`config.mk`:
```
export PLATFORM = sky130hd
export DESIGN_NAME = edge_interrupt_pulse_catch
export DESIGN_NICKNAME = d
export VERILOG_FILES = /design/src/hw/edge_irq_pkg.sv /design/src/hw/edge_interrupt_pulse_catch.sv
export SDC_FILE = /design/constraint.sdc
export NUM_CORES = 1
export LEC_CHECK = 0
export BUFFER_PORTS_ARGS = -buffer_cell sky130_fd_sc_hd__buf_2
export CAP_MARGIN = 20
export CORE_MARGIN = 5
export CORE_UTILIZATION = 55
export CTS_BUF_LIST = sky130_fd_sc_hd__clkbuf_2 sky130_fd_sc_hd__clkbuf_4 sky130_fd_sc_hd__clkbuf_8
export DETAILED_ROUTE_END_ITERATION = 10
export HOLD_SLACK_MARGIN = 0.05
export PLACE_DENSITY = 0.87
export SYNTH_ARGS = -nofsm -noshare
export SYNTH_HDL_FRONTEND = slang
export SYNTH_SLANG_ARGS = --single-unit
```
`constraint.sdc`:
```
create_clock -name hclk -period 2.5 [get_ports hclk]
set_clock_uncertainty 0.05 [all_clocks]
set_input_delay 0.125 -clock hclk [delete_from_list [all_inputs] [get_ports hclk]]
set_output_delay 0.125 -clock hclk [all_outputs]
set_load 0.01 [all_outputs]
```
`src/hw/edge_irq_pkg.sv`:
```
// Package for the edge interrupt and pulse catch block
package edge_irq_pkg;

  localparam int unsigned CLK_HZ        = 40_000_000;
  localparam int unsigned NUM_INPUTS    = 6;

  // Qualification times in ns
  localparam int unsigned FAST_QUAL_NS  = 10_000;
  localparam int unsigned SLOW_QUAL_NS  = 50_000;
  localparam int unsigned FAST_QUAL_CYC = (FAST_QUAL_NS * (CLK_HZ / 1_000_000) + 999) / 1000;
  localparam int unsigned SLOW_QUAL_CYC = (SLOW_QUAL_NS * (CLK_HZ / 1_000_000) + 999) / 1000;

  // AC extension response delay in us, lower bound used
  localparam int unsigned AC_DELAY_US   = 25_000;
  localparam int unsigned AC_DELAY_CYC  = AC_DELAY_US * (CLK_HZ / 1_000_000);

  localparam int unsigned QCNT_W        = 12;
  localparam int unsigned ACNT_W        = 20;

  // Which inputs use the slow filter
  localparam logic [5:0]  SLOW_MASK     = 6'h24;

  // Register map
  localparam logic [7:0]  ADDR_STATUS   = 8'h00;
  localparam logic [7:0]  ADDR_MASK     = 8'h04;
  localparam logic [7:0]  ADDR_DISABLE  = 8'h08;
  localparam logic [7:0]  ADDR_CAUGHT   = 8'h0c;
  localparam logic [7:0]  ADDR_LEVEL    = 8'h10;
  localparam logic [7:0]  ADDR_AC_IN    = 8'h14;

  // Status layout: bits 5:0 rise, 11:6 fall, 17:12 caught
  localparam int unsigned STAT_W        = 18;
  localparam int unsigned RISE_LSB      = 0;
  localparam int unsigned FALL_LSB      = 6;
  localparam int unsigned CATCH_LSB     = 12;

  localparam logic [STAT_W-1:0] MASK_RST    = '0;
  localparam logic [5:0]        DISABLE_RST = 6'h00;

  typedef struct packed {
    logic [5:0] rise;
    logic [5:0] fall;
  } edge_req_t;

  typedef struct packed {
    logic [1:0]  htrans;
    logic        hwrite;
    logic [7:0]  haddr;
  } ahb_addr_t;

endpackage : edge_irq_pkg

```
`src/hw/edge_interrupt_pulse_catch.sv`:
```
// Edge interrupt and pulse catch front end with AHB-Lite registers
`timescale 1ns/1ps
`default_nettype none
module edge_interrupt_pulse_catch
  import edge_irq_pkg::*;
#(
  parameter int unsigned AC_DELAY = AC_DELAY_CYC
) (
  input  wire logic        hclk,
  input  wire logic        hresetn,
  input  wire logic        hsel,
  input  wire logic [31:0] haddr,
  input  wire logic [1:0]  htrans,
  input  wire logic        hwrite,
  input  wire logic [2:0]  hsize,
  input  wire logic [31:0] hwdata,
  input  wire logic        hready,
  output logic      [31:0] hrdata,
  output logic             hreadyout,
  output logic             hresp,
  input  wire logic [5:0]  fast_input,
  input  wire logic [5:0]  ac_input,
  output logic [5:0]       ac_level,
  output logic [5:0]       rise_vector,
  output logic [5:0]       fall_vector,
  output logic [5:0]       caught_pulse,
  output logic             irq
);

  // Filtered fast levels and delayed AC levels
  wire logic [5:0]   level_q;
  wire logic [5:0]   level_d;
  wire logic [5:0]   ac_q;

  // Edge requests of this cycle
  edge_req_t         req;

  // Address phase kept for the data phase
  ahb_addr_t         ap_q;
  ahb_addr_t         ap_d;

  // Software visible state
  logic [5:0]        disable_q;
  logic [5:0]        disable_d;
  logic [STAT_W-1:0] mask_q;
  logic [STAT_W-1:0] mask_d;
  logic [STAT_W-1:0] status_q;
  logic [STAT_W-1:0] status_d;
  logic              irq_d;

  // Output pulses
  logic [5:0]        rise_q;
  logic [5:0]        rise_d;
  logic [5:0]        fall_q;
  logic [5:0]        fall_d;

  // Read data path
  logic [31:0]       rdata_d;

  // Decoded accesses
  logic              rd_acc;
  logic              rd_stat;
  logic              wr_ph;
  logic              wr_disable;
  logic              wr_mask;
  logic              wr_caught;
  logic [5:0]        catch_set;

  // Per input filters
  for (genvar i = 0; i < NUM_INPUTS; i++) begin : g_in
    localparam logic [QCNT_W-1:0] QLIM = SLOW_MASK[i] ? QCNT_W'(SLOW_QUAL_CYC - 1)
                                                      : QCNT_W'(FAST_QUAL_CYC - 1);

    logic              lvl_q;
    logic              lvl_d;
    logic [QCNT_W-1:0] qcnt_q;
    logic [QCNT_W-1:0] qcnt_d;
    logic              acl_q;
    logic              acl_d;
    logic [ACNT_W-1:0] acnt_q;
    logic [ACNT_W-1:0] acnt_d;

    always_comb begin
      lvl_d  = lvl_q;
      qcnt_d = '0;
      if (fast_input[i] != lvl_q) begin
        if (qcnt_q == QLIM) begin
          lvl_d = fast_input[i];
        end else begin
          qcnt_d = qcnt_q + QCNT_W'(1);
        end
      end
    end

    always_ff @(posedge hclk or negedge hresetn) begin
      if (!hresetn) begin
        lvl_q  <= 1'b0;
        qcnt_q <= '0;
      end else begin
        lvl_q  <= lvl_d;
        qcnt_q <= qcnt_d;
      end
    end

    always_comb begin
      acl_d  = acl_q;
      acnt_d = '0;
      if (ac_input[i] != acl_q) begin
        if (acnt_q >= ACNT_W'(AC_DELAY - 1)) begin
          acl_d = ac_input[i];
        end else begin
          acnt_d = acnt_q + ACNT_W'(1);
        end
      end
    end

    always_ff @(posedge hclk or negedge hresetn) begin
      if (!hresetn) begin
        acl_q  <= 1'b0;
        acnt_q <= '0;
      end else begin
        acl_q  <= acl_d;
        acnt_q <= acnt_d;
      end
    end

    assign level_q[i] = lvl_q;
    assign level_d[i] = lvl_d;
    assign ac_q[i]    = acl_q;
  end

  always_comb begin
    req.rise = level_d & ~level_q & ~disable_q;
    req.fall = ~level_d & level_q & ~disable_q;
  end

  // Address phase capture
  always_comb begin
    ap_d = ap_q;
    if (hready) begin
      ap_d.htrans = (hsel && htrans[1]) ? htrans : 2'b00;
      ap_d.hwrite = hwrite;
      ap_d.haddr  = haddr[7:0];
    end
  end

  always_ff @(posedge hclk or negedge hresetn) begin
    if (!hresetn) begin
      ap_q <= '0;
    end else begin
      ap_q <= ap_d;
    end
  end

  // Access decode
  always_comb begin
    rd_acc     = hsel && htrans[1] && !hwrite && hready;
    rd_stat    = rd_acc && (haddr[7:0] == ADDR_STATUS);
    wr_ph      = ap_q.htrans[1] && ap_q.hwrite;
    wr_disable = wr_ph && (ap_q.haddr == ADDR_DISABLE);
    wr_mask    = wr_ph && (ap_q.haddr == ADDR_MASK);
    wr_caught  = wr_ph && (ap_q.haddr == ADDR_CAUGHT);
  end

  always_comb begin
    disable_d = disable_q;
    mask_d    = mask_q;
    if (wr_disable) begin
      disable_d = hwdata[5:0];
    end
    if (wr_mask) begin
      mask_d = hwdata[STAT_W-1:0];
    end
  end

  always_ff @(posedge hclk or negedge hresetn) begin
    if (!hresetn) begin
      disable_q <= DISABLE_RST;
      mask_q    <= MASK_RST;
    end else begin
      disable_q <= disable_d;
      mask_q    <= mask_d;
    end
  end

  // Status flags, set wins over clear
  always_comb begin
    catch_set = level_d & ~level_q;
    status_d  = status_q;
    if (rd_stat) begin
      status_d = '0;
    end
    if (wr_caught) begin
      status_d[CATCH_LSB +: 6] = status_d[CATCH_LSB +: 6] & ~hwdata[5:0];
    end
    status_d[RISE_LSB +: 6]  = status_d[RISE_LSB +: 6] | req.rise;
    status_d[FALL_LSB +: 6]  = status_d[FALL_LSB +: 6] | req.fall;
    status_d[CATCH_LSB +: 6] = status_d[CATCH_LSB +: 6] | catch_set;
  end

  always_ff @(posedge hclk or negedge hresetn) begin
    if (!hresetn) begin
      status_q <= '0;
    end else begin
      status_q <= status_d;
    end
  end

  // Interrupt level
  always_comb begin
    irq_d = |(status_d & mask_d);
  end

  always_ff @(posedge hclk or negedge hresetn) begin
    if (!hresetn) begin
      irq <= 1'b0;
    end else begin
      irq <= irq_d;
    end
  end

  always_comb begin
    rise_d = req.rise;
    fall_d = req.fall;
  end

  always_ff @(posedge hclk or negedge hresetn) begin
    if (!hresetn) begin
      rise_q <= '0;
      fall_q <= '0;
    end else begin
      rise_q <= rise_d;
      fall_q <= fall_d;
    end
  end

  // Read data mux
  always_comb begin
    rdata_d = '0;
    if (rd_acc) begin
      unique case (haddr[7:0])
        ADDR_STATUS: begin
          rdata_d[STAT_W-1:0] = status_q;
        end
        ADDR_MASK: begin
          rdata_d[STAT_W-1:0] = mask_q;
        end
        ADDR_DISABLE: begin
          rdata_d[5:0] = disable_q;
        end
        ADDR_CAUGHT: begin
          rdata_d[5:0] = status_q[CATCH_LSB +: 6];
        end
        ADDR_LEVEL: begin
          rdata_d[5:0] = level_q;
        end
        ADDR_AC_IN: begin
          rdata_d[5:0] = ac_q;
        end
        default: begin
          rdata_d = '0;
        end
      endcase
    end
  end

  always_ff @(posedge hclk or negedge hresetn) begin
    if (!hresetn) begin
      hrdata <= '0;
    end else begin
      hrdata <= rdata_d;
    end
  end

  // Zero wait, always OKAY
  always_ff @(posedge hclk or negedge hresetn) begin
    if (!hresetn) begin
      hreadyout <= 1'b1;
      hresp     <= 1'b0;
    end else begin
      hreadyout <= 1'b1;
      hresp     <= 1'b0;
    end
  end

  // Outputs straight from flops
  assign rise_vector  = rise_q;
  assign fall_vector  = fall_q;
  assign caught_pulse = status_q[CATCH_LSB +: 6];
  assign ac_level     = ac_q;

endmodule : edge_interrupt_pulse_catch
`default_nettype wire

```
==> metrics.md <==
| Metric | Value |
|---|---|
| Worst min-delay path class | input port to async pin |
| Worst r2r path cells | 7 |
| CTS root buf | clkbuf_8 |
| Nets | between 1500 and 2000 |
| Pre-Repair DR Iteration Count | 5 |
| Area after detailed placement | 0.0143 sq mm |
| Final antenna-violating net count | 0 |
| Stages on the worst setup path | 9 |
| Port buffer count | 86 |
| Worst path slowest cell | dlygate4sd3_1 |
| Post-Synth Adder-Cell Area | 0.0112 |
| Gr usage total | 0.217 |
| Synth area leaders | dfrtp_1 (54%), nor2_1 (6.6%), xor2_1 (5.6%), xnor2_1 (5.4%), mux2_2 (3.1%) |
| Area Overhead vs Synth | 18.9% |
| Row count | 57 |
| Status | finished, final reports clean |
| Maxcap violations | 0 |
| Gate Count Post-Synth | around 1300 |
| Sw Pwr | between 0.002 and 0.0025 W |
| Number of flops mapped to enable cells by yosys | 0 |
| Setup violators final | 0 |
| WP data required | 2.86 ns |
| TritonCTS Sinks | between 200 and 300 |
| Yosys top cell by area | dfrtp_1 |
| Largest family of logic cells by synthesized area | simple AND/OR/NAND/NOR gates |
| Cells after DPL | about 1700 |
| Largest net degree at the start of global routing | 74 |
| Routed wire length | 30.1 mm |
| CTS tree | yes |
| CP Max Fanout | 8 |
| Post-synth top flop | dfrtp_1 |
| Post-synthesis sequential area ratio | 0.537 |
| Detailed Route Iter0 Violations | 794 |
| Family with the most delay on the worst path | simple AND/OR/NAND/NOR gates |
| Post-synthesis mux area share | 0.0431 |
| Share of cells above drive strength 1 | 0.182 |
| Combinational power share | 0.056 |
| Final instance area | roughly 0.016 sq mm |
| Period Utilization, post-route | 0.978 |
| RSZ-0062 raised after global routing | true |
| Yosys cell types | 62 |
| Compound-Gate Fraction of Synth Area | 0.0530 |
| Max Slew Vio Count | 0 |
| Worst vdd ir | about 390 uV |
| CTS max path bufs | 3 |
| Initial antenna violation count | 3 |
| WHS | 0.0781 ns |
| Setup TNS | 0 ns |
| CTS buffer count | 48 |
| Pwr Total | 0.00991 W |
| Crit-path cells | dlygate4sd3_1 > buf_2 > or3_4 > or4_4 > buf_6 > a31o_2 > a22o_1 > a2111oi_4 > nand4_1 |
| Achievable frequency | 409 MHz |
| Number of remaining DRC errors | 0 |
| Critical Path End Type | flip-flop |
| XOR/XNOR Fraction of Synth Area | 0.111 |
| Switching Share | 0.229 |
| Hpwl dp | between 20 and 25 mm |
| Synth Area in Simple Gates | 0.207 |
| CP peak stage delay | roughly 0.53 ns |
| Clock Latency Late Sink | roughly 0.56 ns |
| Least-Margin Pin Slew | roughly 0.66 ns |
| Crit path launch type | input port |
| P per Cell Area | ~620 mW/mm^2 |
| DR vias | around 10000 |
| Initial Utilization | 0.555 |
| Htree depth | 2 |
| Pleak | 7.49 nW |
| Pint | 0.00764 W |
| Critical Path AT | 2.81 ns |
| Post-synth top area share | 0.537 |
| Chip Height | 166 microns |
| Critical setup path kind | input port to flip-flop |
| Synth Warn # | 0 |
| Syn Area/Cell | just over 10 sq um |
| Async S/R FF share, synth | 1.00 |
| Worst slew margin | 0.553 |
| Core area | roughly 0.024 sq mm |
| Worst path bufs/invs | 3 |
| Clock Pin Slew Worst Setup and Hold Paths | about 0.060 ns |
| Finished Layout Cells | around 1800 |
| Die Wd | approximately 170 microns |
| Total grt overflow | 0 |
| Avg WL per Cell | 16.5 microns |
| Clock network fraction of total power | 0.457 |
| Tmin final | between 2 and 2.5 ns |
| First-pass GRT wire length | approximately 50 mm |
| Cell Area, Synth | ~0.013 sq mm |
| Number of global-route vias before repair | 10200 |
| RePlAce Congestion | ~0.89 |
| Via/cell ratio | roughly 5.5 |
| Boundary pin count | around 150 |
| Flops & latches, synth | about 290 |
| Final Hold Fails | 0 |
| Sequential power share | 0.487 |
| Die footprint | 0.0275 sq mm |
power by group through the flow:
stage               Combinational [W]  Sequential [W]  Clock [W]
floorplan                    0.000269         0.00489          0
detailed placement           0.000479         0.00491          0
global placement             0.000461         0.00490          0
global route                 0.000615         0.00484    0.00487
CTS                          0.000548         0.00483    0.00463
finish                       0.000551         0.00483    0.00453
registers in the layout, indices dropped and copies added (netlist names):
| name | cells |
|---|---|
| ap_q | 10 |
| disable_q | 6 |
| fall_vector | 6 |
| g_in.acl_q | 6 |
| g_in.acnt_q | 120 |
| g_in.lvl_q | 6 |
| g_in.qcnt_q | 72 |
| hrdata | 18 |
| irq | 1 |
| mask_q | 18 |
| rise_vector | 6 |
| status_q | 18 |
layout by cell type (no fill, tap or decap), types with 4 or more instances in the layout:
master	synthesis	routed
xnor2_1	83	83
a21o_1	4	4
nor2_1	235	235
buf_2	1	85
nand2b_1	10	10
clkbuf_4	0	11
clkinv_2	0	10
a21oi_1	8	8
and2_1	4	4
conb_1	2	16
o21ai_0	16	10
ha_1	12	12
mux2i_1	16	16
nor3b_1	5	5
nand4_1	33	33
dlygate4sd3_1	0	48
nor4_1	10	9
a22oi_1	5	5
mux2_2	37	37
or3_1	6	5
and3_1	50	50
nor3_1	20	19
nand2_1	78	78
or4_1	5	4
buf_4	28	36
a22o_1	10	10
xor2_1	86	86
and4_1	13	13
clkbuf_8	0	64
a31oi_1	4	4
inv_1	35	35
o41ai_1	4	4
nor2b_1	8	8
a221oi_1	6	6
nor4b_1	8	8
dfrtp_1	287	287
o21ai_1	0	6
nand3_1	76	76
a41oi_1	4	4
o22ai_1	6	6
worst paths after layout:
kind	start	to	slack, ns
min in group hclk	haddr[1]	status_q[3]$_DFF_PN0_	0.11
worst min-delay path	hresetn	g_in[3].acnt_q[13]$_DFF_PN0_	0.08
worst max-delay path	haddr[0]	irq$_DFF_PN0_	0.06
worst max register to register	ap_q[1]$_DFFE_PN0P_	irq$_DFF_PN0_	0.12
worst min register to register	g_in[3].acnt_q[0]$_DFF_PN0_	g_in[3].acnt_q[0]$_DFF_PN0_	0.40
max in group asynchronous	hresetn	g_in[0].qcnt_q[7]$_DFF_PN0_	1.48
worst reg2reg max path, delay by kind of cell (launching register included):
kind / cells / cell delay (ns)
AOI/OAI and AO/OA: 2 / 0.60
buffers and inverters: 1 / 0.19
DFF: 1 / 0.42
muxes: 1 / 0.30
and+or+nand+nor: 3 / 0.68
timing repair:
item                                   in CTS  in global routing
endpoints found under the hold margin     349                  0
hold buffers                               48                  0
pin swaps                                   0                  1
gates resized for setup                     1                  9
gates cloned                                0                  0
setup endpoints to repair                   1                  2
setup buffers                               0                  0
metal layers:
| metal | vias to the layer above | share of wire | GRT usage |
|---|---|---|---|
| met4 | 0 | 0.030 | 0.0707 |
| met3 | 61 | 0.057 | 0.0395 |
| met2 | 309 | 0.49 | 0.359 |
| met1 | 5010 | 0.42 | 0.293 |
| met5 | - | 0 | 0 |
| li1 | 4742 | - | - |
logic make-up after synthesis:
group | after synthesis
buf+inv | 105
compound gates | 94
fa+ha+maj | 12
flops | 287
simple gates | 571
mux | 53
xor+xnor | 169
other cells | 2
stage by stage:
stage / utilization / setup slack [ns]
after global placement: 0.592 / -0.143
after global routing: 0.660 / 0.00538
final: 0.660 / 0.0559
after detailed placement: 0.592 / -0.178
after floorplan: - / 0.0408
after CTS: 0.657 / 0.00382
area by class of cell:
type	count	area [sq um]
clock buffers	75	963
repair buffers	175	1270
flip-flops and latches	287	7180
fillers	1777	8200
well taps	324	405
diodes	2	5.00
multi-input cells	915	5820
inverters	35	131
clock inverters	14	125
synth_stat cells, types with 20 or more instances:
cell type,number
xor2_1,86
xnor2_1,83
nand3_1,76
inv_1,35
nor2_1,235
dfrtp_1,287
mux2_2,37
nor3_1,20
and3_1,50
nand4_1,33
nand2_1,78
clkbuf_1,36
buf_4,28
No activity file was read; power rests on OpenSTA's default activity.
